`src/pllc_pkg.sv`:
```
/*
  pllc_pkg: register offsets, field positions, reset values and timing
  counts for the loop clock generator control block.
  assumes: included before every other design file.
*/
package pllc_pkg;

  // ---------------------------------------------------------------
  // register byte addresses (printed offsets are not all multiples of
  // four, so each is an index and the byte address is four times it)
  // ---------------------------------------------------------------
  localparam logic [15:0] PLLC_IDX_REFDIV = 16'h1095;
  localparam logic [15:0] PLLC_IDX_CTRL   = 16'h1096;
  localparam logic [15:0] PLLC_IDX_BWCTL  = 16'h1097;
  localparam logic [15:0] PLLC_IDX_MULT   = 16'h1098;
  localparam logic [15:0] PLLC_IDX_VRANGE = 16'h1099;
  localparam logic [15:0] PLLC_IDX_ISTAT  = 16'h109a;
  localparam logic [15:0] PLLC_IDX_IMASK  = 16'h109b;
  localparam logic [17:0] PLLC_ADDR_REFDIV = {PLLC_IDX_REFDIV, 2'b00};
  localparam logic [17:0] PLLC_ADDR_CTRL   = {PLLC_IDX_CTRL, 2'b00};
  localparam logic [17:0] PLLC_ADDR_BWCTL  = {PLLC_IDX_BWCTL, 2'b00};
  localparam logic [17:0] PLLC_ADDR_MULT   = {PLLC_IDX_MULT, 2'b00};
  localparam logic [17:0] PLLC_ADDR_VRANGE = {PLLC_IDX_VRANGE, 2'b00};
  localparam logic [17:0] PLLC_ADDR_ISTAT  = {PLLC_IDX_ISTAT, 2'b00};
  localparam logic [17:0] PLLC_ADDR_IMASK  = {PLLC_IDX_IMASK, 2'b00};

  // ---------------------------------------------------------------
  // field positions
  // ---------------------------------------------------------------
  localparam int PLLC_CTRL_IE     = 7;  // lock_irq_enable
  localparam int PLLC_CTRL_FLAG   = 6;  // lock_change_flag
  localparam int PLLC_CTRL_ON     = 5;  // loop_power_on
  localparam int PLLC_CTRL_BCS    = 4;  // base_clock_select
  localparam int PLLC_CTRL_PRE_LO = 0;  // prescale exponent P, 2 bits
  localparam int PLLC_BW_AUTO     = 7;
  localparam int PLLC_BW_LOCK     = 6;
  localparam int PLLC_BW_ACQ      = 5;
  localparam int PLLC_IRQ_LOCK    = 0;  // lock toggled
  localparam int PLLC_IRQ_ACQ     = 1;  // filter mode changed

  // ---------------------------------------------------------------
  // reset values and widths
  // ---------------------------------------------------------------
  localparam logic [3:0]  PLLC_RST_REFDIV = 4'h1;
  localparam logic [1:0]  PLLC_RST_PRE    = 2'h0;
  localparam logic [11:0] PLLC_RST_MULT   = 12'h001;
  localparam logic [7:0]  PLLC_RST_VRANGE = 8'h40;
  localparam logic [1:0]  PLLC_RST_IMASK  = 2'h0;

  // ---------------------------------------------------------------
  // lock detector: window of divided reference periods and tolerance
  // ---------------------------------------------------------------
  localparam int          PLLC_LD_WIN    = 8;
  localparam logic [15:0] PLLC_LD_TOL    = 16'h0002; // lock tolerance
  localparam logic [15:0] PLLC_ACQ_TOL   = 16'h0004; // tracking tolerance
  localparam int          PLLC_LD_CW     = 16;

endpackage

```
`src/pllc_if.sv`:
```
/*
  pllc_if: carries the loop settings from the register file to the divider
  core and the divided edges and correction pulses back.
  assumes: one clock domain on both sides.
*/
`timescale 1ns/1ps
interface pllc_if;
  logic        powered;      // loop_power_on
  logic [3:0]  ref_div;      // R
  logic [1:0]  pre_exp;      // P
  logic [11:0] mult;         // N
  logic        div_ref_tick; // divided_reference edge
  logic        div_fb_tick;  // divided_feedback edge
  logic        pump_up;      // correction pulse, raise vco
  logic        pump_dn;      // correction pulse, lower vco

  modport ctrl (output powered, ref_div, pre_exp, mult,
                input  div_ref_tick, div_fb_tick, pump_up, pump_dn);
  modport core (input  powered, ref_div, pre_exp, mult,
                output div_ref_tick, div_fb_tick, pump_up, pump_dn);
endinterface

```
`src/pllc_top.sv`:
```
/*
  pllc_top: control side of the loop clock generator, with an apb register
  file, lock detector, filter mode selection and lock interrupt.
  assumes: crystal_clock and vco_clock arrive as asynchronous square waves
  slower than half of clk_i; analog vco and filter live outside.
*/
// Chosen here: the APB slave port.
`timescale 1ns/1ps
module pllc_top
  import pllc_pkg::*;
(
  input  wire logic        clk_i,            // 100 MHz system clock
  input  wire logic        rst_i,            // synchronous reset, high
  input  wire logic        psel_i,           // apb select
  input  wire logic        penable_i,        // apb enable
  input  wire logic        pwrite_i,         // apb direction
  input  wire logic [17:0] paddr_i,          // apb byte address
  input  wire logic [31:0] pwdata_i,         // apb write data
  output logic      [31:0] prdata_o,         // apb read data
  output logic             pready_o,         // apb ready
  output logic             pslverr_o,        // apb unmapped address
  input  wire logic        crystal_clock_i,  // crystal oscillator pin
  input  wire logic        vco_clock_i,      // vco output
  output logic             reference_clock_o,// buffered crystal copy
  output logic             loop_power_on_o,  // vco and filter power
  output logic             tracking_mode_o,  // filter in tracking mode
  output logic             pump_up_o,        // correction pulse, faster
  output logic             pump_dn_o,        // correction pulse, slower
  output logic             base_clock_sel_o, // base clock from vco
  output logic [7:0]       vco_range_o,      // vco_range_field to analog
  output logic             irq_o             // level interrupt
);

  pllc_if lp ();

  // ---------------------------------------------------------------
  // pin synchronisers and edge enables
  // ---------------------------------------------------------------
  logic [1:0] xs_reg, vs_reg;
  logic       xd_reg, vd_reg;
  logic       ref_en, vco_en;

  always_ff @(posedge clk_i) begin
    if (rst_i) begin
      xs_reg <= 2'b00;
      vs_reg <= 2'b00;
      xd_reg <= 1'b0;
      vd_reg <= 1'b0;
    end else begin
      xs_reg <= {xs_reg[0], crystal_clock_i};
      vs_reg <= {vs_reg[0], vco_clock_i};
      xd_reg <= xs_reg[1];
      vd_reg <= vs_reg[1];
    end
  end

  // reference_clock_in is the crystal copy; its rising edge drives the divider
  assign ref_en = xs_reg[1] && !xd_reg;
  assign vco_en = vs_reg[1] && !vd_reg;
  assign reference_clock_o = xs_reg[1];

  // ---------------------------------------------------------------
  // register state
  // ---------------------------------------------------------------
  logic [3:0]  refdiv_reg, refdiv_next;
  logic [1:0]  pre_reg, pre_next;
  logic [11:0] mult_reg, mult_next;
  logic [7:0]  vrange_reg, vrange_next;
  logic        on_reg, on_next;
  logic        bcs_reg, bcs_next;
  logic        ie_reg, ie_next;
  logic        auto_reg, auto_next;
  logic        acqw_reg, acqw_next;
  logic [1:0]  ist_reg, ist_next;
  logic [1:0]  imask_reg, imask_next;
  logic        flag_reg, flag_next;
  logic [31:0] rdata_reg, rdata_next;
  logic        err_reg, err_next;

  logic        wr, rd, hit;
  logic        lock_reg, acqd_reg;
  logic        lock_evt, acq_evt;
  logic        acq_eff;
  logic [31:0] wd;

  assign wr  = psel_i && penable_i && pwrite_i;
  assign rd  = psel_i && !penable_i && !pwrite_i;
  assign wd  = pwdata_i;
  assign hit = (paddr_i == PLLC_ADDR_REFDIV) || (paddr_i == PLLC_ADDR_CTRL) ||
               (paddr_i == PLLC_ADDR_BWCTL)  || (paddr_i == PLLC_ADDR_MULT) ||
               (paddr_i == PLLC_ADDR_VRANGE) || (paddr_i == PLLC_ADDR_ISTAT) ||
               (paddr_i == PLLC_ADDR_IMASK);

  // automatic: detector's choice; manual: software's bit
  assign acq_eff = auto_reg ? acqd_reg : acqw_reg;

  always_comb begin
    refdiv_next = refdiv_reg;
    pre_next    = pre_reg;
    mult_next   = mult_reg;
    vrange_next = vrange_reg;
    on_next     = on_reg;
    bcs_next    = bcs_reg;
    ie_next     = ie_reg;
    auto_next   = auto_reg;
    acqw_next   = acqw_reg;
    imask_next  = imask_reg;
    flag_next   = flag_reg;
    ist_next    = ist_reg;
    err_next    = 1'b0;
    rdata_next  = rdata_reg;
    if (wr && hit) begin
      case (paddr_i)
        PLLC_ADDR_REFDIV: if (!on_reg) refdiv_next = wd[3:0];
        PLLC_ADDR_MULT:   if (!on_reg) mult_next = wd[11:0];
        PLLC_ADDR_VRANGE: if (!on_reg) vrange_next = wd[7:0];
        PLLC_ADDR_CTRL: begin
          if (!on_reg) pre_next = wd[PLLC_CTRL_PRE_LO +: 2];
          if (!bcs_reg) on_next = wd[PLLC_CTRL_ON];
          bcs_next = wd[PLLC_CTRL_BCS];
          ie_next  = wd[PLLC_CTRL_IE];
        end
        PLLC_ADDR_BWCTL: begin
          auto_next = wd[PLLC_BW_AUTO];
          if (!auto_reg) acqw_next = wd[PLLC_BW_ACQ];
        end
        PLLC_ADDR_ISTAT: ist_next = ist_reg & ~wd[1:0];
        PLLC_ADDR_IMASK: imask_next = wd[1:0];
        default: ;
      endcase
    end
    // base select may only stand with the loop running and a range set
    if (!on_next || vrange_next == 8'h00) bcs_next = 1'b0;
    if (bcs_next) on_next = 1'b1;
    if (!auto_next) ie_next = 1'b0;
    // reading the control word clears the change flag; a new toggle wins
    if (rd && paddr_i == PLLC_ADDR_CTRL) flag_next = 1'b0;
    if (lock_evt) flag_next = 1'b1;
    if (!auto_reg) flag_next = 1'b0;
    if (lock_evt) ist_next[PLLC_IRQ_LOCK] = 1'b1;
    if (acq_evt) ist_next[PLLC_IRQ_ACQ] = 1'b1;
    if (psel_i && !penable_i) begin
      err_next   = !hit;
      rdata_next = 32'h0;
      case (paddr_i)
        PLLC_ADDR_REFDIV: rdata_next[3:0] = refdiv_reg;
        PLLC_ADDR_MULT:   rdata_next[11:0] = mult_reg;
        PLLC_ADDR_VRANGE: rdata_next[7:0] = vrange_reg;
        PLLC_ADDR_CTRL: begin
          rdata_next[PLLC_CTRL_IE]   = ie_reg;
          rdata_next[PLLC_CTRL_FLAG] = flag_reg && auto_reg;
          rdata_next[PLLC_CTRL_ON]   = on_reg;
          rdata_next[PLLC_CTRL_BCS]  = bcs_reg;
          rdata_next[PLLC_CTRL_PRE_LO +: 2] = pre_reg;
        end
        PLLC_ADDR_BWCTL: begin
          rdata_next[PLLC_BW_AUTO] = auto_reg;
          rdata_next[PLLC_BW_LOCK] = lock_reg && auto_reg;
          rdata_next[PLLC_BW_ACQ]  = acq_eff;
        end
        PLLC_ADDR_ISTAT: rdata_next[1:0] = ist_reg;
        PLLC_ADDR_IMASK: rdata_next[1:0] = imask_reg;
        default: ;
      endcase
    end
  end

  always_ff @(posedge clk_i) begin
    if (rst_i) begin
      refdiv_reg <= PLLC_RST_REFDIV;
      pre_reg    <= PLLC_RST_PRE;
      mult_reg   <= PLLC_RST_MULT;
      vrange_reg <= PLLC_RST_VRANGE;
      on_reg     <= 1'b0;
      bcs_reg    <= 1'b0;
      ie_reg     <= 1'b0;
      auto_reg   <= 1'b0;
      acqw_reg   <= 1'b0;
      ist_reg    <= 2'b00;
      imask_reg  <= PLLC_RST_IMASK;
      flag_reg   <= 1'b0;
      rdata_reg  <= 32'h0;
      err_reg    <= 1'b0;
    end else begin
      refdiv_reg <= refdiv_next;
      pre_reg    <= pre_next;
      mult_reg   <= mult_next;
      vrange_reg <= vrange_next;
      on_reg     <= on_next;
      bcs_reg    <= bcs_next;
      ie_reg     <= ie_next;
      auto_reg   <= auto_next;
      acqw_reg   <= acqw_next;
      ist_reg    <= ist_next;
      imask_reg  <= imask_next;
      flag_reg   <= flag_next;
      rdata_reg  <= rdata_next;
      err_reg    <= err_next;
    end
  end

  // ---------------------------------------------------------------
  // lock detector
  // ---------------------------------------------------------------
  typedef enum logic [1:0] {LD_IDLE, LD_COUNT, LD_JUDGE} pllc_ld_e;
  pllc_ld_e               ld_st_reg, ld_st_next;
  logic [PLLC_LD_CW-1:0]  fbc_reg, fbc_next;
  logic [3:0]             win_reg, win_next;
  logic                   lock_next, acqd_next;
  logic [PLLC_LD_CW-1:0]  expect_cnt, diff;

  // PLLC_LD_WIN reference periods at divide R give this many feedback ticks
  // when locked: R relates to N*2^P through fb = ref; count is in fb ticks
  assign expect_cnt = PLLC_LD_CW'(PLLC_LD_WIN);
  assign diff = (fbc_reg > expect_cnt) ? fbc_reg - expect_cnt : expect_cnt - fbc_reg;

  always_comb begin
    ld_st_next = ld_st_reg;
    fbc_next   = fbc_reg;
    win_next   = win_reg;
    lock_next  = lock_reg;
    acqd_next  = acqd_reg;
    if (lp.div_fb_tick && fbc_reg != {PLLC_LD_CW{1'b1}}) fbc_next = fbc_reg + 1'b1;
    case (ld_st_reg)
      LD_IDLE: begin
        fbc_next = '0;
        win_next = 4'h0;
        if (lp.div_ref_tick) ld_st_next = LD_COUNT;
      end
      LD_COUNT: begin
        if (lp.div_ref_tick) begin
          if (win_reg == 4'(PLLC_LD_WIN - 1)) ld_st_next = LD_JUDGE;
          else win_next = win_reg + 4'h1;
        end
      end
      LD_JUDGE: begin
        lock_next  = diff <= PLLC_LD_TOL;
        acqd_next  = diff <= PLLC_ACQ_TOL;
        fbc_next   = '0;
        win_next   = 4'h0;
        ld_st_next = LD_COUNT;
      end
      default: ld_st_next = LD_IDLE;
    endcase
    if (!on_reg || !auto_reg) begin
      ld_st_next = LD_IDLE;
      lock_next  = 1'b0;
      acqd_next  = 1'b0;
    end
  end

  always_ff @(posedge clk_i) begin
    if (rst_i) begin
      ld_st_reg <= LD_IDLE;
      fbc_reg   <= '0;
      win_reg   <= 4'h0;
      lock_reg  <= 1'b0;
      acqd_reg  <= 1'b0;
    end else begin
      ld_st_reg <= ld_st_next;
      fbc_reg   <= fbc_next;
      win_reg   <= win_next;
      lock_reg  <= lock_next;
      acqd_reg  <= acqd_next;
    end
  end

  assign lock_evt = auto_reg && (lock_next != lock_reg);
  assign acq_evt  = auto_reg && (acqd_next != acqd_reg);

  // ---------------------------------------------------------------
  // divider core and outputs
  // ---------------------------------------------------------------
  assign lp.powered = on_reg;
  assign lp.ref_div = refdiv_reg;
  assign lp.pre_exp = pre_reg;
  assign lp.mult    = mult_reg;

  pllc_divcore u_core (
    .clk_i    (clk_i),
    .rst_i    (rst_i),
    .ref_en_i (ref_en),
    .vco_en_i (vco_en),
    .lp       (lp)
  );

  assign prdata_o         = rdata_reg;
  assign pready_o         = 1'b1;
  assign pslverr_o        = psel_i && penable_i && err_reg;
  assign loop_power_on_o  = on_reg;
  assign tracking_mode_o  = acq_eff;
  assign pump_up_o        = lp.pump_up;
  assign pump_dn_o        = lp.pump_dn;
  assign base_clock_sel_o = bcs_reg;
  assign vco_range_o      = vrange_reg;
  // lock toggles also need the enable bit; mode changes only the mask
  assign irq_o = (ist_reg[PLLC_IRQ_LOCK] && imask_reg[PLLC_IRQ_LOCK] && ie_reg) ||
                 (ist_reg[PLLC_IRQ_ACQ] && imask_reg[PLLC_IRQ_ACQ]);

  // ---------------------------------------------------------------
  // checks
  // ---------------------------------------------------------------
  a_ie_manual_zero: assert property (@(posedge clk_i) disable iff (rst_i)
    !auto_reg |-> !ie_reg) else $error("irq enable set in manual mode");
  a_lock_read_zero: assert property (@(posedge clk_i) disable iff (rst_i)
    (psel_i && !penable_i && paddr_i == PLLC_ADDR_BWCTL && !auto_reg) |=>
    !prdata_o[PLLC_BW_LOCK]) else $error("lock read set in manual mode");
  a_acq_readonly: assert property (@(posedge clk_i) disable iff (rst_i)
    (auto_reg && wr && paddr_i == PLLC_ADDR_BWCTL) |=> acqw_reg == $past(acqw_reg))
    else $error("acquisition bit written in automatic mode");
  a_bcs_forced: assert property (@(posedge clk_i) disable iff (rst_i)
    (!on_reg || vrange_reg == 8'h00) |-> !bcs_reg) else $error("base select with loop off");
  a_prog_locked: assert property (@(posedge clk_i) disable iff (rst_i)
    $past(on_reg) && on_reg |-> $stable(mult_reg) && $stable(refdiv_reg))
    else $error("programming changed while loop on");
  a_on_held: assert property (@(posedge clk_i) disable iff (rst_i)
    bcs_reg |-> on_reg) else $error("loop off with base select");
  a_ld_rate: assert property (@(posedge clk_i) disable iff (rst_i)
    (ld_st_reg == LD_COUNT && !lp.div_ref_tick) |=> win_reg == $past(win_reg))
    else $error("window advanced without reference edge");
  a_flag_on_toggle: assert property (@(posedge clk_i) disable iff (rst_i)
    lock_evt |=> flag_reg && ist_reg[PLLC_IRQ_LOCK]) else $error("lock toggle lost");
  a_manual_flag: assert property (@(posedge clk_i) disable iff (rst_i)
    !auto_reg |=> !lock_reg && !flag_reg) else $error("lock or flag set in manual mode");

endmodule

```
`src/pllc_divcore.sv`:
```
/*
  pllc_divcore: reference modulo divider, feedback prescaler and modulo
  divider, and the phase comparator.
  assumes: reference and vco edges arrive as one-cycle enables on clk_i.
*/
`timescale 1ns/1ps
module pllc_divcore
  import pllc_pkg::*;
(
  input  wire logic clk_i,     // system clock
  input  wire logic rst_i,     // synchronous reset
  input  wire logic ref_en_i,  // reference_clock_in edge
  input  wire logic vco_en_i,  // vco_clock edge
  pllc_if.core      lp         // settings and results
);

  logic [3:0]  rcnt_reg, rcnt_next;
  logic [6:0]  pcnt_reg, pcnt_next;
  logic [11:0] ncnt_reg, ncnt_next;
  logic        rtick_reg, rtick_next;
  logic        ftick_reg, ftick_next;
  logic        up_reg, up_next;
  logic        dn_reg, dn_next;
  logic        pre_tick;
  logic [6:0]  pre_mask;

  // ---------------------------------------------------------------
  // dividers
  // ---------------------------------------------------------------
  assign pre_mask = 7'((7'h1 << lp.pre_exp) - 7'h1);
  assign pre_tick = vco_en_i && ((pcnt_reg & pre_mask) == pre_mask);

  always_comb begin
    rcnt_next  = rcnt_reg;
    pcnt_next  = pcnt_reg;
    ncnt_next  = ncnt_reg;
    rtick_next = 1'b0;
    ftick_next = 1'b0;
    up_next    = up_reg;
    dn_next    = dn_reg;
    if (!lp.powered) begin
      rcnt_next = 4'h0;
      pcnt_next = 7'h0;
      ncnt_next = 12'h0;
      up_next   = 1'b0;
      dn_next   = 1'b0;
    end else begin
      if (ref_en_i) begin
        // a zero ratio behaves as one rather than stopping the loop
        if (rcnt_reg + 4'h1 >= lp.ref_div) begin
          rcnt_next  = 4'h0;
          rtick_next = 1'b1;
        end else begin
          rcnt_next = rcnt_reg + 4'h1;
        end
      end
      if (vco_en_i) begin
        pcnt_next = pre_tick ? 7'h0 : pcnt_reg + 7'h1;
      end
      if (pre_tick) begin
        if (ncnt_reg + 12'h1 >= lp.mult) begin
          ncnt_next  = 12'h0;
          ftick_next = 1'b1;
        end else begin
          ncnt_next = ncnt_reg + 12'h1;
        end
      end
      // pulse from one edge to the other: leading side sets direction
      if (rtick_next && ftick_next) begin
        up_next = 1'b0;
        dn_next = 1'b0;
      end else if (rtick_next) begin
        if (dn_reg) dn_next = 1'b0;
        else up_next = 1'b1;
      end else if (ftick_next) begin
        if (up_reg) up_next = 1'b0;
        else dn_next = 1'b1;
      end
    end
  end

  always_ff @(posedge clk_i) begin
    if (rst_i) begin
      rcnt_reg  <= 4'h0;
      pcnt_reg  <= 7'h0;
      ncnt_reg  <= 12'h0;
      rtick_reg <= 1'b0;
      ftick_reg <= 1'b0;
      up_reg    <= 1'b0;
      dn_reg    <= 1'b0;
    end else begin
      rcnt_reg  <= rcnt_next;
      pcnt_reg  <= pcnt_next;
      ncnt_reg  <= ncnt_next;
      rtick_reg <= rtick_next;
      ftick_reg <= ftick_next;
      up_reg    <= up_next;
      dn_reg    <= dn_next;
    end
  end

  assign lp.div_ref_tick = rtick_reg;
  assign lp.div_fb_tick  = ftick_reg;
  assign lp.pump_up      = up_reg;
  assign lp.pump_dn      = dn_reg;

  a_pump_exclusive: assert property (@(posedge clk_i) disable iff (rst_i)
    !(up_reg && dn_reg)) else $error("both correction directions active");

endmodule

```
`config.mk`:
```
export PLATFORM = sky130hd
export DESIGN_NAME = pllc_top
export DESIGN_NICKNAME = d
export VERILOG_FILES = /design/src/pllc_pkg.sv /design/src/pllc_if.sv /design/src/pllc_top.sv /design/src/pllc_divcore.sv
export SDC_FILE = /design/constraint.sdc
export NUM_CORES = 1
export LEC_CHECK = 0
export ABC_AREA = 1
export BUFFER_PORTS_ARGS = -buffer_cell sky130_fd_sc_hd__buf_2
export CAP_MARGIN = 20
export CORE_MARGIN = 5
export CORE_UTILIZATION = 52
export DETAILED_ROUTE_END_ITERATION = 10
export GPL_ROUTABILITY_DRIVEN = 0
export PLACE_DENSITY = 0.75
export SYNTH_ARGS = -nofsm -noshare
export SYNTH_HDL_FRONTEND = slang
export SYNTH_SLANG_ARGS = --single-unit
export TNS_END_PERCENT = 100
```
`constraint.sdc`:
```
create_clock -name clk_i -period 7 [get_ports clk_i]
set_clock_uncertainty 0.1 [all_clocks]
set_input_delay 1.05 -clock clk_i [delete_from_list [all_inputs] [get_ports clk_i]]
set_output_delay 1.05 -clock clk_i [all_outputs]
set_load 0.005 [all_outputs]
```
Word-level counts from Yosys, hierarchy flattened:

Index checks and enable logic that the tools add are counted.

* register bits: 106
* input port bits: 57

* bitwise gates (word level): 8
* add/sub/neg operators: 8
* shift operators: 1
* multiplexer cells: 48
* $lt $le $gt $ge: 5
* reduce and logical (&&, ||, !) cells: 66
* equality and inequality tests: 19

Operators with widths (number)
* equality test 18 x 15 -> 1 bit (second input constant): 7
* 2-to-1 mux 1 bit: 27
* 2-to-1 mux 8 bit: 3
* logical AND 1 bit: 19
* AND reduction 3 bit: 6
* adder 16 x 1 -> 16 bit (second input constant): 1
* greater-than comparator 16 x 4 -> 1 bit (second input constant): 1
* less-or-equal comparator 16 x 2 -> 1 bit (second input constant): 1
* less-or-equal comparator 16 x 3 -> 1 bit (second input constant): 1
* 2-to-1 mux 16 bit: 1
* 2-to-1 mux 4 bit: 4
* != test 16 bit (second input constant): 1
* subtractor 16 x 4 -> 16 bit (second input constant): 1
* subtractor 4 x 16 -> 16 bit (first input constant): 1
* nonzero test 2 bit: 7
* adder 12 x 1 -> 12 bit (second input constant): 1
* >= comparator 12 bit: 1
* 2-to-1 mux 12 bit: 1
* case mux 2 bit (3 select lines): 2
* case mux 2 bit (6 select lines): 1
* case mux 3 bit (4 select lines): 1
* AND reduction 2 bit: 6
* OR reduction 2 bit: 6
* 2-to-1 mux 2 bit: 5
* other kinds (25): 50

Depth between registers and ports, before layout:

Gate-level depths: netlist of the first run.

* word-level depth: 13
* gate-level depth with buffers: 19
* mapped depth without buffers: 19

Modules after synthesis:

From an unflattened synthesis of the first run, not the netlist that was laid out.

* cell total of the unflattened synthesis: 911
* area, all modules: 6414.9 um^2

By module, submodules not included
* pllc_top: area each 4544.4 um^2, times used 1, cells an instance 660, sequential area each 1581.5 um^2
* pllc_divcore: area each 1870.5 um^2, times used 1, cells an instance 251, sequential area each 540.5 um^2

Least setup slack after synthesis of the first run:

Ideal clock, no wire load.

* path type: register to register
* start point: reg u_core.ncnt_reg[0]
* end point: reg u_core.ncnt_reg[4]
* cell stages (with the launch flop): 19
* setup slack: 4165 ps
* path buffers: 0
* setup time: 92 ps
* data arrival time: 2642 ps
* required time: 6808 ps
* path through: dfxtp_1 nand2_1 nor2_1 nand3_1 nor3_1 nand2_1 nor3_1 xor2_1 inv_1 ha_1 nand2_1 nor2_1 nand2_1 o211ai_1 a31oi_1 nand2_1 inv_1 nand2_1 o32ai_1

* word-level cells in the longest chain between the ends: 3

Ends and longest elaborated chain
* start: declaration: RTL line pllc_divcore.sv:19 `logic [11:0] ncnt_reg, ncnt_next;`
* start signal: assignment: RTL line pllc_divcore.sv:94 `ncnt_reg <= ncnt_next;`
* adder 12 x 1 -> 12 bit (*): RTL line pllc_divcore.sv:61, pllc_divcore.sv:65
* >= comparator 12 bit: RTL line pllc_divcore.sv:61 `if (ncnt_reg + 12'h1 >= lp.mult) begin`
* 2-to-1 mux 12 bit (*): RTL line pllc_divcore.sv:61

Every way passes the cells marked *; elsewhere a longest branch is shown, timed or not.
A chain may end at the register's enable or synchronous reset.

Worst setup path after layout of the first run:

Same ends and word-level chain as after synthesis.

==> results by group, run 1 <==
Run status
  • Status: complete, no violations

Floorplanning
  • Die ar.: about 0.014 mm^2
  • Die H: between 100 and 150 um
  • Core Rows: 39
  • Core Region: about 0.011 mm^2
  • I/O pins: around 110
  • Die width: about 120 um
  • Initial Util: a little over half

Global route
  • First-pass GRT wire length: 23.6 mm
  • Vias in the first global route: approximately 5100
  • Largest net degree at the start of global routing: 39
  • GRT overflow: 0
  • Initial antenna violation count: 0
  • Global Route Usage Sum: between 20% and 30%

Cells and area
  • Layout area overhead: 10.3%
  • Fraction of layout cells with a size suffix above 1: 12.6%
  • Core Util, Final: between 50% and 60%
  • Non-filler instance count after layout: 1093
  • Max FFs per register: 16
  • ANT cells: 0
  • Final #Nets: just over 1000
  • Filler instances: roughly 1200

Routing
  • Detailed-route via count: about 5600
  • Top sig layer: met4
  • DRT Pass-1 Iters: 5
  • DRC Markers: 0
  • Vias/cell: around 5.2
  • Final ANT Viol Nets: 0
  • Met3 wire length: around 730 um
  • WL/cell: 13.0 um
  • Total wire length: about 14 mm
  • Met2 WL: 6.71 mm
  • Initial DRC Count: 439
  • DRT met1 WL: about 6.6 mm

Synth
  • Post-Synthesis Cells: between 800 and 900
  • Complex-gate fraction of the synthesized area: ~15%
  • Main combinational cell family by area after synthesis: simple AND/OR/NAND/NOR gates
  • Mapped Avg Cell Area: between 6 and 7 um^2
  • Simple-gate share of the synthesized area: 29.7%
  • Synth unique cells: 47
  • Xor/xnor share of the synthesized area: under 10%
  • Register area share after synthesis: between 30% and 40%
  • Post-Synth Adder-Cell Area: under 10%
  • Mux contribution to synthesized area: 0.167%
  • YS warnings: 0
  • #FFs+latches synth: between 100 and 150
  • Mapped cell area: around 0.0060 mm^2

Pwr
  • Peak supply drop: 164 uV
  • Pwr/cell area: 168 mW/mm^2
  • P_leak: just over 3 nW

Clock tree
  • PostCTS Resize Cnt: 0
  • Worst-Skew Late Latency: ~0.35 ns
  • Setup Buffers After CTS: 0
  • Maximum clock insertion buffer count: 2
  • Cts hold-fix bufs: 0
  • TritonCTS buffer count: 9
  • Clock slew at reported path FFs: ~0.07 ns
  • TritonCTS Sinks: roughly 100
  • Root buf cell: clkbuf_16
  • H-tree levels: 3
  • CTS tree: yes

STA
  • Worst-margin pin slew: 0.821 ns
  • Fin. Hold Viols: 0
  • Period utilisation layout: 47.1%
  • Setup TNS: 0 ns
  • Max-slew violations: 0
  • RSZ-0062 raised after global routing: false
  • Max Fclk: between 0.3 and 0.4 GHz
  • Setup violations, final: 0
  • Fin crit period: around 3.3 ns
  • Final worst slack: 3.71 ns
  • Slew headroom: between 40% and 50%

Worst setup path
  • Crit Path Category: reg2reg
  • Startpoint types: flop
  • CP Data Arrival Time: 3.45 ns
  • Worst Setup SP: u_core.ncnt_reg[0]
  • Worst setup EP type: flop
  • Reg2reg start: u_core.ncnt_reg[0]
  • CP max FO: 8
  • Worst endpoint required time: between 7 and 8 ns

Flow run
  • Max cap viols: 0

Placement
  • DP Worst Slack: around 3.4 ns
  • Detailed placement HPWL: roughly 11 mm
  • I/O Buffers: 64
  • Placed cell count: ~1100

Hold path
  • Worst hold start: vs_reg[0]
  • Worst Hold Class: reg2reg
## Yosys cell counts, drive strengths merged
| cell | instances | share of area [%] |
|---|---|---|
| nor2 | 139 | 9.7 |
| conb | 2 | 0.13 |
| a21oi | 42 | 3.6 |
| and3 | 1 | 0.10 |
| nand4 | 19 | 2.1 |
| nand3b | 2 | 0.25 |
| a32o | 3 | 0.50 |
| nand2 | 177 | 12 |
| o221ai | 3 | 0.44 |
| o22ai | 4 | 0.42 |
| xor2 | 12 | 1.8 |
| a31oi | 6 | 0.63 |
| mux2i | 1 | 0.17 |
| a221oi | 2 | 0.29 |
| clkinv | 2 | 0.13 |
| o211ai | 5 | 0.63 |
| xnor2 | 3 | 0.44 |
| nor3 | 17 | 1.5 |
| a21boi | 1 | 0.13 |
| o21a | 4 | 0.50 |
| a211oi | 15 | 1.9 |
| nor4 | 2 | 0.21 |
| and2 | 2 | 0.21 |
| a2111oi | 2 | 0.29 |
| inv | 142 | 8.9 |
| buf | 27 | 3.4 |
| o21ai | 65 | 5.7 |
| clkbuf | 10 | 0.63 |
| nand3 | 46 | 4.0 |
| o32ai | 1 | 0.15 |
| ha | 26 | 5.4 |
| a22oi | 1 | 0.13 |
| dfxtp | 102 | 34 |
| nor3b | 1 | 0.13 |
## per-stage QoR
step                hold WS, ns  instance area (um^2)  power, mW
CTS                       0.307                  6610       1.12
global placement          0.290                  6330      0.642
finish                    0.304                  6610       1.11
floorplan                 0.288                  6070      0.630
global route              0.320                  6610       1.16
detailed placement        0.297                  6330      0.643
## cell type report
| cell class | count | area (um^2) | area share, % |
|---|---|---|---|
| multi-input cells | 623 | 3240 | 49.0 |
| inverters | 144 | 541 | 8.18 |
| clock buffers | 10 | 229 | 3.46 |
| flip-flops and latches | 102 | 2040 | 30.9 |
| clock inverters | 6 | 52.6 | 0.795 |
| well taps | 143 | 179 | 2.71 |
| repair buffers | 65 | 328 | 4.96 |
## power by group
group / leakage [nW] / switching [mW] / internal [mW]
Combinational: 2.07 / 0.0301 / 0.0149
Sequential: 0.824 / 0.00145 / 0.584
Clock: 0.137 / 0.235 / 0.249
## routing by layer
metal / up-vias / global-route usage [%]
li1: 2950 / -
met1: 2538 / 27.2
met3: 15 / 4.28
met4: 0 / 5.08
met2: 136 / 33.1
met5: - / 0
## worst paths after layout
| kind | end | slack (ns) | depth (start not counted) |
|---|---|---|---|
| worst min register to register | vs_reg[1] | 0.30 | 2 |
| worst max register to register | u_core.ncnt_reg[4] | 3.71 | 18 |
| worst max-delay path | u_core.ncnt_reg[4] | 3.71 | 18 |
| worst min-delay path | vs_reg[1] | 0.30 | 2 |
## placed cells by master (no fill, tap or decap), drive strengths merged
cell type and instances:
a22oi 1, clkbuf 10, inv 146, nand2 177, nand3 46, ha 26
clkinv 3, o211ai 5, clkinvlp 1, a21oi 42, nand3b 2, xnor2 3
a2111oi 2, mux2i 1, nand4 19, nor3 17, xor2 12, dfxtp 102
o21ai 65, a31oi 6, a211oi 15, and3 1, conb 21, a221oi 2
nor3b 1, o21a 4, o22ai 4, nor4 2, o32ai 1, buf 65
o221ai 3, a32o 3, and2 2, a21boi 1, nor2 139
## logic make-up after synthesis
group,count (synthesis)
compound gates,154
xor+xnor,15
fa+ha+maj,26
buf+inv,181
flops,102
mux,1
other cells,2
simple gates,406
## worst max-delay path: stages, from the launching register on
cell and delay [ns]:
dfxtp_1 0.41, nand2_1 0.07, nor2_1 0.14, nand3_1 0.13, nor3_1 0.25, nand2_1 0.14, nor3_1 0.19, xor2_1 0.17
inv_1 0.08, ha_1 0.29, nand2_1 0.09, nor2_1 0.07, nand2_1 0.06, o211ai_1 0.08, a31oi_1 0.14, nand2_1 0.12
inv_1 0.22, nand2_1 0.19, o32ai_1 0.25
No activity file was read; power rests on OpenSTA's default activity.
==> inputs of run 2 (changes only) <==
clock period = 3.3 ns   (was 7 ns; I/O delays follow)
==> run 2 against run 1 <==
Compared with the run above:
- sequential power grew 110%
- design area is 1.0% higher
- sequential share of layout area fell by 0.29 points
- via count up 0.53%
- sequential cell count did not move
- wire length is 1.5% higher
- worst setup slack worse by 3.4 ns
- clock-buffer cell count down 1
- power grew 110%
- first-iteration DRC count fell by 23%
- cell count rose by 0.37%
- clock power is 110% higher
==> results by group, run 2 (synthesized netlist as in run 1, its figures left out) <==
Run status
  • Status: complete, no violations (unchanged)

Worst setup path
  • R2r worst-path depth: 18 (unchanged)
  • Stages on the worst setup path: 18 (unchanged)
  • CP Cell Sequence: inv_1, nor2_2, nand3_1, nor3_2, nand2_1, nor3_2, xor2_1, inv_1, ha_1, nand2_1, nor2_2, nand2_1, o211ai_1, a31oi_1, nand2_1, inv_1, buf_4, a32o_1 (was nand2_1, nor2_1, nand3_1, nor3_1, nand2_1, nor3_1, xor2_1, inv_1, ha_1, nand2_1, nor2_1, nand2_1, o211ai_1, a31oi_1, nand2_1, inv_1, nand2_1, o32ai_1)
  • Cell mode on critical path: nand2_1 (unchanged)
  • Crit Path Category: reg2reg (unchanged)
  • Worst endpoint required time: 3.45 ns (was 7.16 ns)
  • CP Buf/Inv Count: 4 (was 2)
  • CP Data Arrival Time: 3.16 ns (was 3.45 ns)
  • Worst setup EP type: flop (unchanged)
  • Startpoint types: flop (unchanged)
  • Worst path max stage delay: 0.38 ns (was 0.41 ns)
  • CP max-delay cell: dfxtp_1 (unchanged)
  • Crit path max-delay family: simple AND/OR/NAND/NOR gates (unchanged)
  • CP max FO: 7 (was 8)

Global route
  • First-pass GRT wire length: 24.1 mm (was 23.6 mm)
  • Vias in the first global route: 5258 (was 5111)
  • GRT overflow: 0 (unchanged)
  • Initial antenna violation count: 0 (unchanged)
  • Global Route Usage Sum: 20.9% (was 20.2%)
  • Largest net degree at the start of global routing: 31 (was 39)

Floorplanning
  • Core Rows: 39 (unchanged)
  • Die width: 117 um (unchanged)
  • Die H: 117 um (unchanged)
  • I/O pins: 106 (unchanged)
  • Die ar.: 0.0138 mm^2 (unchanged)
  • Initial Util: 52.7% (unchanged)
  • Core Region: 0.0114 mm^2 (unchanged)

Pwr
  • Sw frac: 24.2% (was 23.9%)
  • Peak supply drop: 368 uV (was 164 uV)
  • Pwr/cell area: 354 mW/mm^2 (was 168 mW/mm^2)
  • P_leak: 3.05 nW (was 3.03 nW)
  • Clock power share: 43.4% (about the same)
  • Internal: 1.79 mW (was 0.847 mW)
  • P_sw: 0.571 mW (was 0.266 mW)
  • Part of the power in registers: 52.6% (was 52.5%)
  • Comb power frac: 4.1% (was 4.0%)

Routing
  • Met3 wire length: 793 um (was 729 um)
  • Vias/cell: 5.17 (was 5.16)
  • WL/cell: 13.1 um (was 13.0 um)
  • Top sig layer: met4 (unchanged)
  • Met2 WL: 6.96 mm (was 6.71 mm)
  • DRT met1 WL: 6.46 mm (was 6.59 mm)
  • Final ANT Viol Nets: 0 (unchanged)
  • Initial DRC Count: 338 (was 439)
  • Total wire length: 14.4 mm (was 14.2 mm)
  • DRC Markers: 0 (unchanged)
  • DRT Pass-1 Iters: 5 (unchanged)
  • Detailed-route via count: 5669 (was 5639)

Clock tree
  • Root buf cell: clkbuf_16 (unchanged)
  • H-tree levels: 3 (unchanged)
  • CTS tree: yes (unchanged)
  • TritonCTS Sinks: 102 (unchanged)
  • Maximum clock insertion buffer count: 2 (unchanged)
  • Worst-Skew Late Latency: 0.36 ns (was 0.35 ns)
  • Clock slew at reported path FFs: 0.07 ns (about the same)
  • TritonCTS buffer count: 9 (unchanged)

STA
  • Fin crit period: 3.01 ns (was 3.29 ns)
  • Fin. Hold Viols: 0 (unchanged)
  • Period utilisation layout: 91.2% (was 47.1%)
  • Slew headroom: 53.6% (was 45.1%)
  • Final hold slack: 0.233 ns (was 0.304 ns)
  • Max Fclk: 0.332 GHz (was 0.304 GHz)
  • Final worst slack: 0.291 ns (was 3.71 ns)
  • Worst-margin pin slew: 0.696 ns (was 0.821 ns)
  • Max-slew violations: 0 (unchanged)
  • Setup violations, final: 0 (unchanged)

Placement
  • Placed cell count: 1081 (was 1077)
  • Dpl cell area: 0.00636 mm^2 (was 0.00633 mm^2)
  • DP Worst Slack: 0.221 ns (was 3.43 ns)
  • I/O Buffers: 64 (unchanged)
  • Detailed placement HPWL: 11.0 mm (was 10.9 mm)

Cells and area
  • Commonest non-fill, non-tap cell in the layout: nand2_1 (unchanged)
  • Layout area overhead: 11.4% (was 10.3%)
  • Fin area: 0.00668 mm^2 (was 0.00661 mm^2)
  • Non-filler instance count after layout: 1097 (was 1093)
  • Fraction of layout cells with a size suffix above 1: 14.0% (was 12.6%)
  • Most frequent cells in the layout: nand2_1 (167), inv_1 (132), nor2_1 (123) (was nand2_1 (168), inv_1 (132), nor2_1 (127))
  • Final #Nets: 1033 (was 1028)
  • Max FFs per register: 16 (unchanged)
  • ANT cells: 0 (unchanged)

Flow run
  • Max cap viols: 0 (unchanged)

Hold path
  • Worst Hold Class: in2reg (was reg2reg)
  • Hold path depth: 3 (was 2)
==> run 2: cell count changes in the layout (fill, tap and decap cells not counted), moves of 2 or more <==
| cell | before | now |
|---|---|---|
| nor3_2 | 1 | 3 |
| nor3_1 | 16 | 14 |
| buf_4 | 1 | 6 |
| clkinv_4 | 0 | 2 |
| nor2_1 | 127 | 123 |
| nor2_2 | 6 | 10 |
==> run 2: through the flow <==
step / util [%] / power, mW / setup TNS [ns]
final: 58.7 / 2.36 / 0
after global routing: 58.7 / 2.45 / -0.0270
after CTS: 58.4 / 2.39 / 0
after detailed placement: 55.9 / 1.37 / 0
after global placement: 55.9 / 1.36 / 0
after floorplan: - / 1.34 / 0
==> run 2: area by class of cell <==
cell class,count,area (um^2)
clock buffers,9,225
fillers,1117,4690
inverters,144,541
flip-flops and latches,102,2040
clock inverters,6,53.8
repair buffers,70,365
well taps,143,179
multi-input cells,623,3270
==> run 2: path summary, 6_finish.rpt <==
path	from	to	slack (ns)
setup / recovery	u_core.ncnt_reg[2]	u_core.ncnt_reg[1]	0.29
setup reg to reg	u_core.ncnt_reg[2]	u_core.ncnt_reg[1]	0.29
hold / removal	crystal_clock_i	xs_reg[0]	0.23
hold reg to reg	vs_reg[0]	vs_reg[1]	0.30
==> run 2: repair_timing <==
action / in CTS / in global routing
setup endpoints to repair: 0 / 12
buffers inserted: 0 / 1
hold endpoints to repair: 0 / 0
hold buffers: 0 / 0
resized for setup: 0 / 9
==> run 2: worst register-to-register path: stages (launching register included) <==
cell and delay (ns):
dfxtp_1 0.38, inv_1 0.07, nor2_2 0.14, nand3_1 0.14, nor3_2 0.21, nand2_1 0.12
nor3_2 0.17, xor2_1 0.21, inv_1 0.09, ha_1 0.30, nand2_1 0.08, nor2_2 0.14
nand2_1 0.07, o211ai_1 0.08, a31oi_1 0.06, nand2_1 0.11, inv_1 0.07, buf_4 0.16
a32o_1 0.21
==> run 2: per-layer routing <==
metal,global-route usage [%],vias up
met1,26.3,2577
met2,35.1,109
met3,5.73,18
li1,-,2965
met4,5.58,0
met5,0,-
==> run 2: power by group through the flow <==
stage          sequential [mW]  combinational (mW)  clock, mW
2_1_floorplan             1.27              0.0659          0
3_3_place_gp              1.27              0.0942          0
3_5_place_dp              1.27              0.0952          0
4_1_cts                   1.24              0.0956       1.05
5_1_grt                   1.24               0.109       1.10
6_report                  1.24              0.0960       1.02
==> inputs of run 3 (changes only) <==
==> constraint.sdc (replaced) <==
create_clock -name clk_i -period 3.3 [get_ports clk_i]
set_clock_uncertainty 0.1 [all_clocks]
set_input_delay 0.33 -clock clk_i [delete_from_list [all_inputs] [get_ports clk_i]]
set_output_delay 0.33 -clock clk_i [all_outputs]
set_load 0.005 [all_outputs]
==> run 3 against run 2 <==
Compared with the run above:
- combinational power is 0.4% lower
- wire length down 1.3%
- design area is essentially flat
- clock power rose by 5%
- clock-buffer cell count rose by 1
- global-route usage is 0.84 points lower
- via count hardly changed
- critical endpoint is now u_core.ncnt_reg[4]
- largest power group unchanged
==> results by group, run 3 (synthesized netlist as in run 1, its figures left out) <==
Run status
  • Status: complete, no violations (unchanged)

Placement
  • I/O Buffers: 64 (unchanged)
  • Dpl cell area: 0.00637 mm^2 (was 0.00636 mm^2)
  • Detailed placement HPWL: 11.0 mm (about the same)
  • DP Worst Slack: 0.244 ns (was 0.221 ns)

STA
  • RSZ-0062 raised after global routing: true
  • Slew headroom: 46.4% (was 53.6%)
  • Max-slew violations: 0 (unchanged)
  • Setup violations, final: 0 (unchanged)
  • Final hold slack: 0.0957 ns (was 0.233 ns)
  • Fin. Hold Viols: 0 (unchanged)
  • Max Fclk: 0.342 GHz (was 0.332 GHz)
  • Worst-margin pin slew: 0.804 ns (was 0.696 ns)
  • Fin crit period: 2.92 ns (was 3.01 ns)
  • Setup TNS: 0 ns (unchanged)
  • Period utilisation layout: 88.6% (was 91.2%)
  • Final worst slack: 0.376 ns (was 0.291 ns)

Floorplanning
  • I/O pins: 106 (unchanged)
  • Initial Util: 52.7% (unchanged)
  • Die ar.: 0.0138 mm^2 (unchanged)
  • Die width: 117 um (unchanged)
  • Core Rows: 39 (unchanged)
  • Die H: 117 um (unchanged)
  • Core Region: 0.0114 mm^2 (unchanged)

Routing
  • WL/cell: 13.0 um (was 13.1 um)
  • Total wire length: 14.2 mm (was 14.4 mm)
  • DRT Pass-1 Iters: 5 (unchanged)
  • Final ANT Viol Nets: 0 (unchanged)
  • DRC Markers: 0 (unchanged)
  • Vias/cell: 5.17 (about the same)
  • Initial DRC Count: 270 (was 338)
  • Detailed-route via count: 5668 (was 5669)

Hold path
  • Hold path depth: 3 (unchanged)
  • Worst Hold Class: in2reg (unchanged)
  • Worst hold start: vco_clock_i (was crystal_clock_i)
  • Endpoint, Worst Hold: vs_reg[0] (was xs_reg[0])

Clock tree
  • TritonCTS Sinks: 102 (unchanged)
  • CTS tree: yes (unchanged)
  • Clock slew at reported path FFs: 0.07 ns (about the same)
  • TritonCTS buffer count: 9 (unchanged)
  • Maximum clock insertion buffer count: 2 (unchanged)
  • Worst-Skew Late Latency: 0.34 ns (was 0.36 ns)
  • H-tree levels: 3 (unchanged)
  • Root buf cell: clkbuf_16 (unchanged)
  • Setup Buffers After CTS: 0 (unchanged)

Cells and area
  • Final #Nets: 1033 (unchanged)
  • Commonest non-fill, non-tap cell in the layout: nand2_1 (unchanged)
  • Most frequent cells in the layout: nand2_1 (168), inv_1 (132), nor2_1 (125) (was nand2_1 (167), inv_1 (132), nor2_1 (123))
  • Fraction of layout cells with a size suffix above 1: 13.5% (was 14.0%)
  • Max FFs per register: 16 (unchanged)
  • Reg area: 0.00204 mm^2 (unchanged)
  • Filler instances: 1136 (was 1117)
  • Multi-input gate area: 0.00325 mm^2 (was 0.00327 mm^2)
  • Core Util, Final: 58.7% (about the same)
  • Layout area overhead: 11.4% (about the same)
  • ANT cells: 0 (unchanged)
  • Fin area: 0.00668 mm^2 (about the same)

Pwr
  • P_leak: 3.06 nW (was 3.05 nW)
  • Pwr/cell area: 360 mW/mm^2 (was 354 mW/mm^2)
  • Peak supply drop: 233 uV (was 368 uV)

Global route
  • GR Util met1: 25.9% (was 26.3%)
  • Routing usage on met3: 3.61% (was 5.73%)
  • Global Route Usage Sum: 20.0% (was 20.9%)
  • Met2 Track Usage GR: 34.5% (was 35.1%)
  • Vias in the first global route: 5102 (was 5258)
  • First-pass GRT wire length: 23.4 mm (was 24.1 mm)
  • GRT overflow: 0 (unchanged)
  • Largest net degree at the start of global routing: 39 (was 31)
  • Initial antenna violation count: 0 (unchanged)
  • GR peak layer: met2 (unchanged)

Worst setup path
  • Crit Path Category: reg2reg (unchanged)
  • CP Data Arrival Time: 3.07 ns (was 3.16 ns)
  • Worst setup EP type: flop (unchanged)
  • R2r endpoint: u_core.ncnt_reg[4] (was u_core.ncnt_reg[1])
  • Worst endpoint required time: 3.45 ns (about the same)
  • Reg2reg start: u_core.ncnt_reg[2] (unchanged)
  • Startpoint types: flop (unchanged)
  • CP max FO: 5 (was 7)
  • R2r setup slk: 0.38 ns (was 0.29 ns)
  • R2r worst-path depth: 18 (unchanged)

Flow run
  • Max cap viols: 0 (unchanged)
run 3: routing by layer:
layer  routed length [um]  vias up  share of wire [%]
li1                     -     2955                  -
met1                 6510     2579                 46
met2                 6860      122                 48
met3                  727       12                5.1
met4                  110        0               0.77
met5                    0        -                  0
run 3: through the flow:
stage	power, mW	cells
after floorplan	1.34	906
after global placement	1.36	1082
after detailed placement	1.36	1082
after CTS	2.42	1097
after global routing	2.48	1097
final	2.40	1097
run 3: timing repair:
item | 4_1_cts | 5_1_grt
gates resized for setup | 0 | 4
hold buffers | 0 | 0
setup endpoints to repair | 0 | 12
run 3: worst max-delay path, cell delays in order (launching register included):
cell      delay [ns]
dfxtp_1         0.37
inv_1           0.06
nor2_1          0.16
nand3_1         0.15
nor3_2          0.18
nand2_1         0.11
nor3_1          0.19
xor2_1          0.16
inv_1           0.07
ha_1            0.29
nand2_1         0.10
nor2_2          0.06
nand2_1         0.06
o211ai_1        0.07
a31oi_1         0.14
nand2_1         0.11
inv_1           0.09
nand2_1         0.13
o32ai_1         0.25
run 3: how the worst max path moves through the flow:
stage	from	to	slack, ns	cells past startpoint
after floorplan	u_core.ncnt_reg[0]	u_core.ncnt_reg[4]	0.47	18
after detailed placement	u_core.ncnt_reg[0]	u_core.ncnt_reg[7]	0.24	18
after CTS	u_core.ncnt_reg[0]	u_core.ncnt_reg[7]	0.23	18
after global routing	u_core.ncnt_reg[1]	u_core.ncnt_reg[4]	-0.06	19
after global placement	u_core.ncnt_reg[0]	u_core.ncnt_reg[4]	0.31	18
final	u_core.ncnt_reg[2]	u_core.ncnt_reg[4]	0.38	18
run 3: area by class of cell:
class                           count  area share [%]
Multi-Input combinational cell    623            48.7
Sequential cell                   102            30.6
Inverter                          144            8.10
Timing Repair Buffer               70            5.47
Clock buffer                       10            3.58
Tap cell                          143            2.68
Clock inverter                      5           0.881
run 3: report_power, final:
group          total, mW  internal (mW)  switching (mW)
logic             0.0956         0.0317          0.0639
registers           1.24           1.24         0.00324
clock network       1.07          0.606           0.461
total               2.40           1.88           0.529
